File: src/core/rcr_pkg.sv
// package: register map, fields, states and timing of reset cause and remap
package rcr_pkg;

  // ****************************************
  // register byte addresses
  // ****************************************
  localparam logic [31:0] REMAP_ADDR = 32'hffff0220;
  localparam logic [31:0] CAUSE_STATUS_ADDR = 32'hffff0230;
  localparam logic [31:0] CAUSE_CLEAR_ADDR = 32'hffff0234;
  localparam logic [31:0] IRQ_STATUS_ADDR = 32'hffff0238;
  localparam logic [31:0] IRQ_MASK_ADDR = 32'hffff023c;

  // ****************************************
  // field positions and reset values
  // ****************************************
  localparam int REMAP_BIT = 0;
  localparam int POR_BIT = 0;
  localparam int WDT_BIT = 1;
  localparam int SW_BIT = 2;
  localparam int CAUSE_W = 3;
  localparam int IRQ_REMAP_BIT = 0;
  localparam int IRQ_BOOT_BIT = 1;
  localparam int IRQ_BADCLR_BIT = 2;
  localparam int IRQ_W = 3;
  localparam logic [7:0] REMAP_RESET = 8'h00;
  localparam logic [2:0] CAUSE_RESET = 3'h0;
  localparam logic [2:0] IRQ_RESET = 3'h0;
  localparam logic [2:0] MASK_RESET = 3'h0;

  // ****************************************
  // address map of the low region
  // ****************************************
  localparam logic [31:0] RESET_VECTOR = 32'h00000000;
  localparam logic [31:0] VECTOR_END = 32'h00000020;

  // ****************************************
  // timing
  // ****************************************
  localparam int CLK_MHZ = 250;
  localparam int RST_HOLD_NS = 100;
  localparam int RST_HOLD_CYCLES = (RST_HOLD_NS * CLK_MHZ + 999) / 1000;

  // ****************************************
  // types
  // ****************************************
  typedef enum logic [4:0] {
    BOOT_HOLD = 5'b00001,
    BOOT_KERNEL = 5'b00010,
    BOOT_LOADER = 5'b00100,
    BOOT_VECTOR = 5'b01000,
    BOOT_RUN = 5'b10000
  } rcr_boot_state_t;

  typedef struct packed {
    logic sw;
    logic wdt;
    logic por;
  } rcr_cause_t;

  typedef struct packed {
    logic remap;
    logic status;
    logic clear;
    logic istat;
    logic imask;
  } rcr_dec_t;

endpackage

File: src/core/rcr_reset_stretch.sv
// module: stretches any reset trigger into a system reset of at least HOLD cycles
`timescale 1ns/100ps
`default_nettype none
module rcr_reset_stretch
  import rcr_pkg::*;
#(
  parameter int HOLD = RST_HOLD_CYCLES
) (
  // clock and power-on reset
  input wire logic clk,
  input wire logic rst_n,
  // trigger in, reset out
  input wire logic trigger,
  output logic hold_active
);

  localparam int CW = $clog2(HOLD + 1);
  localparam logic [CW-1:0] HOLD_CNT = CW'(HOLD);

  logic [CW-1:0] cnt_reg;
  logic [CW-1:0] cnt_next;

  // a fresh trigger restarts the full hold
  assign cnt_next = trigger ? HOLD_CNT :
                    (cnt_reg != '0) ? cnt_reg - 1'b1 : cnt_reg;
  assign hold_active = (cnt_reg != '0);

  always_ff @(posedge clk or negedge rst_n) begin
    if (!rst_n) begin
      cnt_reg <= HOLD_CNT;
    end else begin
      cnt_reg <= cnt_next;
    end
  end

endmodule
`default_nettype wire

File: src/core/rcr_top.sv
// module: reset cause recording, reset request and low memory remap
`timescale 1ns/100ps
`default_nettype none
module rcr_top
  import rcr_pkg::*;
#(
  parameter int HOLD = RST_HOLD_CYCLES,
  parameter logic [31:0] LOW_END = VECTOR_END
) (
  // clock and power-on reset
  input wire logic clk,
  input wire logic rst_n,
  // wishbone slave
  input wire logic wb_cyc_i,
  input wire logic wb_stb_i,
  input wire logic wb_we_i,
  input wire logic [31:0] wb_adr_i,
  input wire logic [31:0] wb_dat_i,
  input wire logic [3:0] wb_sel_i,
  output logic [31:0] wb_dat_o,
  output logic wb_ack_o,
  // reset sources
  input wire logic ext_reset_n,
  input wire logic wdt_timeout,
  // boot control
  input wire logic boot_mode_select_pin,
  input wire logic kernel_done,
  output logic sys_rst_n,
  output logic kernel_run,
  output logic loader_mode,
  output logic vector_jump,
  output logic [31:0] vector_addr,
  // low region decode
  input wire logic [31:0] cpu_addr,
  output logic remap_sram,
  output logic low_hit,
  output logic low_to_sram,
  output logic low_to_flash,
  // interrupt
  output logic irq
);

  // ****************************************
  // helper functions
  // ****************************************
  function automatic logic addr_is(input logic [31:0] a,
                                   input logic [31:0] b);
    addr_is = (a == b);
  endfunction

  function automatic logic in_low(input logic [31:0] a,
                                  input logic [31:0] last);
    in_low = (a >= RESET_VECTOR) && (a <= last);
  endfunction

  // ****************************************
  // state
  // ****************************************
  logic ack_reg;
  logic ack_next;
  logic [31:0] rdata_reg;
  logic [31:0] rdata_next;
  logic remap_reg;
  logic remap_next;
  rcr_cause_t cause_reg;
  rcr_cause_t cause_next;
  logic por_pending_reg;
  logic [IRQ_W-1:0] irq_stat_reg;
  logic [IRQ_W-1:0] irq_stat_next;
  logic [IRQ_W-1:0] irq_mask_reg;
  logic [IRQ_W-1:0] irq_mask_next;
  rcr_boot_state_t boot_reg;
  rcr_boot_state_t boot_next;
  logic boot_pin_reg;
  logic boot_pin_next;
  logic sys_rst_n_reg;
  logic vector_jump_reg;

  // ****************************************
  // bus decode
  // ****************************************
  rcr_dec_t dec;
  wire req = wb_cyc_i & wb_stb_i & ~ack_reg;
  wire wr_lo = req & wb_we_i & wb_sel_i[0];
  wire rd = req & ~wb_we_i;
  wire [7:0] wbyte = wb_dat_i[7:0];

  assign dec.remap = addr_is(wb_adr_i, REMAP_ADDR);
  assign dec.status = addr_is(wb_adr_i, CAUSE_STATUS_ADDR);
  assign dec.clear = addr_is(wb_adr_i, CAUSE_CLEAR_ADDR);
  assign dec.istat = addr_is(wb_adr_i, IRQ_STATUS_ADDR);
  assign dec.imask = addr_is(wb_adr_i, IRQ_MASK_ADDR);

  wire remap_wr = wr_lo & dec.remap;
  wire status_wr = wr_lo & dec.status;
  wire clear_wr = wr_lo & dec.clear;
  wire istat_wr = wr_lo & dec.istat;
  wire imask_wr = wr_lo & dec.imask;

  assign ack_next = req;

  // ****************************************
  // reset sources and system reset
  // ****************************************
  logic hold_active;
  wire [CAUSE_W-1:0] cause_bits = cause_reg;
  wire [CAUSE_W-1:0] clr_bits = clear_wr ? wbyte[CAUSE_W-1:0] : '0;

  wire sw_reset = status_wr & wbyte[SW_BIT];
  // clear that misses a set bit
  wire bad_clear = clear_wr & (|(cause_bits & ~wbyte[CAUSE_W-1:0]));
  // any source restarts the system reset
  wire reset_trigger = ~ext_reset_n | wdt_timeout | sw_reset | bad_clear;

  rcr_reset_stretch #(
    .HOLD(HOLD)
  ) u_stretch (
    .clk(clk),
    .rst_n(rst_n),
    .trigger(reset_trigger),
    .hold_active(hold_active)
  );

  // ****************************************
  // reset cause register
  // ****************************************
  rcr_cause_t cause_set;

  assign cause_set.por = por_pending_reg;
  assign cause_set.wdt = wdt_timeout;
  assign cause_set.sw = sw_reset;

  // only the clear register removes a cause, set wins
  assign cause_next = rcr_cause_t'((cause_bits & ~clr_bits) | cause_set);

  // ****************************************
  // remap control
  // ****************************************
  // any system reset restores the program array low
  // write one maps sram low, write zero restores
  assign remap_next = hold_active ? REMAP_RESET[REMAP_BIT] :
                      remap_wr ? wbyte[REMAP_BIT] : remap_reg;
  wire remap_chg = remap_wr & ~hold_active &
                   (wbyte[REMAP_BIT] != remap_reg);

  // low region spans the exception vectors
  assign low_hit = in_low(cpu_addr, LOW_END);
  assign low_to_sram = low_hit & remap_reg;
  assign low_to_flash = low_hit & ~remap_reg;
  assign remap_sram = remap_reg;

  // ****************************************
  // boot sequence
  // ****************************************
  // pin is caught while the system reset is held
  assign boot_pin_next = hold_active ? boot_mode_select_pin : boot_pin_reg;

  // pin high: kernel first, then the reset vector; pin low: the loader, with no vector jump
  always_comb begin
    boot_next = boot_reg;
    case (boot_reg)
      BOOT_HOLD: begin
        if (!hold_active) begin
          boot_next = boot_pin_reg ? BOOT_KERNEL : BOOT_LOADER;
        end
      end
      BOOT_KERNEL: begin
        if (kernel_done) begin
          boot_next = BOOT_VECTOR;
        end
      end
      BOOT_LOADER: begin
        boot_next = BOOT_LOADER;
      end
      BOOT_VECTOR: begin
        boot_next = BOOT_RUN;
      end
      BOOT_RUN: begin
        boot_next = BOOT_RUN;
      end
      default: begin
        boot_next = BOOT_HOLD;
      end
    endcase
    if (hold_active) begin
      boot_next = BOOT_HOLD;
    end
  end

  assign kernel_run = (boot_reg == BOOT_KERNEL);
  assign loader_mode = (boot_reg == BOOT_LOADER);
  assign vector_jump = vector_jump_reg;
  assign vector_addr = RESET_VECTOR;
  assign sys_rst_n = sys_rst_n_reg;

  // ****************************************
  // interrupt status and mask
  // ****************************************
  logic [IRQ_W-1:0] irq_set;
  assign irq_set[IRQ_REMAP_BIT] = remap_chg;
  assign irq_set[IRQ_BOOT_BIT] = (boot_next == BOOT_VECTOR) &&
                                 (boot_reg == BOOT_KERNEL);
  assign irq_set[IRQ_BADCLR_BIT] = bad_clear;

  wire [IRQ_W-1:0] irq_clr = istat_wr ? wbyte[IRQ_W-1:0] : '0;
  assign irq_stat_next = (irq_stat_reg & ~irq_clr) | irq_set;
  assign irq_mask_next = imask_wr ? wbyte[IRQ_W-1:0] : irq_mask_reg;
  assign irq = |(irq_stat_reg & irq_mask_reg);

  // ****************************************
  // read data
  // ****************************************
  // pin reset sets no cause bit, earlier causes still read back
  // upper cause bits read zero, clear reads zero
  always_comb begin
    rdata_next = '0;
    if (rd) begin
      if (dec.remap) begin
        rdata_next[REMAP_BIT] = remap_reg;
      end else if (dec.status) begin
        rdata_next[CAUSE_W-1:0] = cause_bits;
      end else if (dec.istat) begin
        rdata_next[IRQ_W-1:0] = irq_stat_reg;
      end else if (dec.imask) begin
        rdata_next[IRQ_W-1:0] = irq_mask_reg;
      end
    end
  end

  assign wb_ack_o = ack_reg;
  assign wb_dat_o = rdata_reg;

  // ****************************************
  // registers
  // ****************************************
  always_ff @(posedge clk or negedge rst_n) begin
    if (!rst_n) begin
      ack_reg <= 1'b0;
      rdata_reg <= '0;
    end else begin
      ack_reg <= ack_next;
      rdata_reg <= rdata_next;
    end
  end

  // power-on marks a pending cause on release
  always_ff @(posedge clk or negedge rst_n) begin
    if (!rst_n) begin
      cause_reg <= rcr_cause_t'(CAUSE_RESET);
      por_pending_reg <= 1'b1;
    end else begin
      cause_reg <= cause_next;
      por_pending_reg <= 1'b0;
    end
  end

  always_ff @(posedge clk or negedge rst_n) begin
    if (!rst_n) begin
      remap_reg <= REMAP_RESET[REMAP_BIT];
    end else begin
      remap_reg <= remap_next;
    end
  end

  always_ff @(posedge clk or negedge rst_n) begin
    if (!rst_n) begin
      boot_reg <= BOOT_HOLD;
      boot_pin_reg <= 1'b0;
      vector_jump_reg <= 1'b0;
      sys_rst_n_reg <= 1'b0;
    end else begin
      boot_reg <= boot_next;
      boot_pin_reg <= boot_pin_next;
      vector_jump_reg <= (boot_next == BOOT_VECTOR);
      sys_rst_n_reg <= ~hold_active;
    end
  end

  always_ff @(posedge clk or negedge rst_n) begin
    if (!rst_n) begin
      irq_stat_reg <= IRQ_RESET;
      irq_mask_reg <= MASK_RESET;
    end else begin
      irq_stat_reg <= irq_stat_next;
      irq_mask_reg <= irq_mask_next;
    end
  end

endmodule
`default_nettype wire

File: config.mk
export PLATFORM = sky130hd
export DESIGN_NAME = rcr_top
export DESIGN_NICKNAME = d
export VERILOG_FILES = /design/src/core/rcr_pkg.sv /design/src/core/rcr_reset_stretch.sv /design/src/core/rcr_top.sv
export SDC_FILE = /design/constraint.sdc
export NUM_CORES = 1
export LEC_CHECK = 0
export ABC_AREA = 1
export BUFFER_PORTS_ARGS = -buffer_cell sky130_fd_sc_hd__buf_2
export CAP_MARGIN = 20
export CORE_MARGIN = 2
export CORE_UTILIZATION = 43
export CTS_CLUSTER_DIAMETER = 40
export DETAILED_ROUTE_END_ITERATION = 10
export GPL_ROUTABILITY_DRIVEN = 0
export PLACE_DENSITY = 0.89
export SLEW_MARGIN = 30
export SYNTH_ARGS = -nofsm -noshare
export SYNTH_HDL_FRONTEND = slang
export SYNTH_SLANG_ARGS = --single-unit
export TNS_END_PERCENT = 100
File: constraint.sdc
create_clock -name clk -period 2.3 [get_ports clk]
set_clock_uncertainty 0.1 [all_clocks]
set_input_delay 0.115 -clock clk [delete_from_list [all_inputs] [get_ports clk]]
set_output_delay 0.115 -clock clk [all_outputs]
set_load 0.02 [all_outputs]
==> metrics.yaml <==
rsz0062_at_grt: "false"
number_of_endpoints_failing_setup_at_the_final_stage: 0
finalCoreUtilization_pct: 52.87
worst_setup_path_end_kind: "flop"
fp.dieArea_sq_um: 5906
power.switching_mw: 0.3210
timing.critical_path.arrival_ns: 1.77
timing.critical_path.mode_cell: "sky130_fd_sc_hd__inv_1"
flow.area_growth_from_synthesis_pct: 18.31
run_status: "completed"
wire_per_inst_microns: 10.12
dpl-instance-area_sq_um: 2589
hold_wc_startpoint: "wb_cyc_i"
drc: 0
synth_top_area_share_pct: 25.22
cp.required_ns: 2.41
synth-seq-area-share_pct: 30.98
detail_route.first_pass.iterations: 4
p_sw_share_pct: 28.43
cts_post_setup_buffers_inserted: 0
detailedPlacementHpwl_microns: 4019
power.static_leakage_nw: 1.572
finalNetCount: 521
grt_pass1_vias: 2039
path_cells: "inv_1 -> ha_1 -> nand3_1 -> clkinv_1 -> o21ai_0 -> inv_1 -> nor2_1"
r2r-end: "u_stretch.cnt_reg[1]$_DFFE_PN0P_"
fp-row-count: 26
totalWireLength_microns: 4847
gr_util_all_layers_pct: 16.17
pre_cts_setup_slack_ns: 0.6345
finalCritPeriodShare_pct: 72.26
worstPathMaxFanout: 8
tritoncts: "done"
critical_path_class: "flop to flop"
top_level_ports: 183
hold_removal_path_class: "primary input to flop"
vdd_ir_drop_max_mv: 0.2199
critical_path.slowest_cell: "sky130_fd_sc_hd__dfstp_2"
finalWorstSetupSlack_ns: 0.6379
largest_area_contributor_in_the_synthesized_netlist: "sky130_fd_sc_hd__dfrtp_1"
period_minus_slack_ns: 1.662
syn-mean-instance-area_sq_um: 7.315
synthCells: 312
grt_antenna_before_repair: 0
core_sq_um: 5107
clock-root-buffer: "sky130_fd_sc_hd__clkbuf_8"
insertedDiodeCount: 0
synth_cell_type_count: 32
clk_transition_reported_paths_ns: 0.09
maxSlewViolCount: 0
min_path_cells: 3
drv_cap: 0
power.density_cell_area_nw_per_um2: 418.2
die_h_microns: 76.85
postLayoutCellArea_sq_um: 2700
final_antenna_net_count: 0
achievable-frequency_mhz: 601.7
clk-insertion-delay-late_ns: 0.27
initial_core_util_pct: 44.68
synthesized_area_sq_um: 2282
cts.path.max_buffers: 2
global_route_wire_length_before_repair_microns: 8004
critical_path.max_stage_delay_ns: 0.54
hold_violations: 0
cts_sinks: 28
internal_power_mw: 0.8083
power_frac_seq_pct: 44.6
hold_path_end: "wb_ack_o$_DFF_PN0_"
number_of_buffers_created_by_cts: 3
timing.slew.headroom_pct: 58.18
top_cells_by_area_synth: "sky130_fd_sc_hd__dfrtp_1 25%, sky130_fd_sc_hd__buf_4 20%, sky130_fd_sc_hd__nand2_1 9.5%"
die_w_microns: 76.85
setup-tns-final_ns: 0
drive_gt1_share_pct: 30.32
tightestPinTransition_ns: 0.6272
share_comb_of_total_power_pct: 21.5
cts.htree.levels: 1
worstSetupStartpointType: "flop"
number_of_vias_per_cell_after_detailed_routing: 4.361
grt_start_max_net_pins: 29
dr.first_iter.drc_count: 104
place.port_buffers: 89
via_count: 2089
clock_power_share_pct: 33.9
filler_cell_count: 479
grt_overflow_total: 0
total_of_warnings_raised_by_yosys: 0
r2r_startpoint: "u_stretch.cnt_reg[0]$_DFFE_PN1P_"
setup.reg_to_reg.worst_slack_ns: 0.64
r2r_cells: 7
ys_ff_latch: 28
## synthesized netlist by cell type, drive strengths merged
cell type  count
buf           62
o22ai          1
xor2           3
nor2          44
clkinv         1
nand3b         2
conb           1
and2           1
ha             2
inv           35
or2            1
xnor2          1
dfstp          5
nor3           9
nand4         13
and3           1
nand3         26
o21ai         11
nor4           6
dfrtp         23
nand2         64
## worst max-delay path: cells and delay by family (launching register included)
family	cells	cell delay, ns
fa+ha+maj	1	0.21
buf+inv	3	0.33
compound gates	1	0.21
flops	1	0.54
simple gates	2	0.20
## per-layer routing
layer	vias to the layer above	GRT usage, %	part of all wire, %
li1	1069	-	-
met1	912	17.10	39
met2	102	32.19	53
met3	6	3.294	7.7
met4	0	3.818	0.56
met5	-	0	0
## area by class of cell
cell class	count	area (sq um)	share of cell area, %
multi-input cells	247	1206	44.67
flip-flops and latches	28	706.9	26.18
repair buffers	94	493.0	18.26
inverters	36	135.1	5.005
well taps	70	87.58	3.244
clock buffers	3	41.29	1.529
clock inverters	1	30.03	1.112
## layout by cell type, fill, tap and decap left out, types with 4 or more instances in the layout
cell type	instances
sky130_fd_sc_hd__nand2_1	58
sky130_fd_sc_hd__inv_1	35
sky130_fd_sc_hd__dfstp_2	5
sky130_fd_sc_hd__buf_2	89
sky130_fd_sc_hd__nor3_1	8
sky130_fd_sc_hd__conb_1	62
sky130_fd_sc_hd__nor4_1	5
sky130_fd_sc_hd__nand3_1	24
sky130_fd_sc_hd__nor2_2	4
sky130_fd_sc_hd__nand2_2	5
sky130_fd_sc_hd__nor2_1	37
sky130_fd_sc_hd__nand4_1	11
sky130_fd_sc_hd__dlygate4sd3_1	4
sky130_fd_sc_hd__o21ai_0	4
sky130_fd_sc_hd__o21ai_1	4
sky130_fd_sc_hd__dfrtp_1	23
## cell families after synthesis
logic type | count (synthesis) | synth area share, %
simple gates | 167 | 36.84
xor+xnor | 4 | 1.535
buf+inv | 98 | 26.21
fa+ha+maj | 2 | 1.096
other cells | 1 | 0.1643
flops | 28 | 30.98
compound gates | 12 | 3.180
## worst max path at each step
stage	startpoint	cells past startpoint	endpoint
after detailed placement	u_stretch.cnt_reg[0]$_DFFE_PN1P_	7	u_stretch.cnt_reg[1]$_DFFE_PN0P_
after floorplan	u_stretch.cnt_reg[0]$_DFFE_PN1P_	8	u_stretch.cnt_reg[3]$_DFFE_PN1P_
after global routing	u_stretch.cnt_reg[0]$_DFFE_PN1P_	7	u_stretch.cnt_reg[1]$_DFFE_PN0P_
final	u_stretch.cnt_reg[0]$_DFFE_PN1P_	7	u_stretch.cnt_reg[1]$_DFFE_PN0P_
after global placement	u_stretch.cnt_reg[0]$_DFFE_PN1P_	7	u_stretch.cnt_reg[1]$_DFFE_PN0P_
after CTS	u_stretch.cnt_reg[0]$_DFFE_PN1P_	7	u_stretch.cnt_reg[1]$_DFFE_PN0P_
## through the flow
step                      std cells  hold slack (ns)  power, mW
after global placement          471          0.05463     0.7422
after global routing            479          0.02728      1.181
after floorplan                 373          -0.2806     0.7369
final                           479          0.01448      1.129
after CTS                       479          0.01580      1.133
after detailed placement        471          0.05676     0.7476
## power groups by stage
stage | sequential [mW] | combinational (mW) | clock [mW]
floorplan | 0.514 | 0.223 | 0
global placement | 0.513 | 0.230 | 0
detailed placement | 0.513 | 0.235 | 0
CTS | 0.503 | 0.241 | 0.389
global route | 0.504 | 0.267 | 0.410
finish | 0.503 | 0.243 | 0.383
## timing repair
action,in CTS,in global routing
endpoints found under the hold margin,26,0
resized for setup,0,0
hold buffers,4,0
No activity file was read; power rests on OpenSTA's default activity.
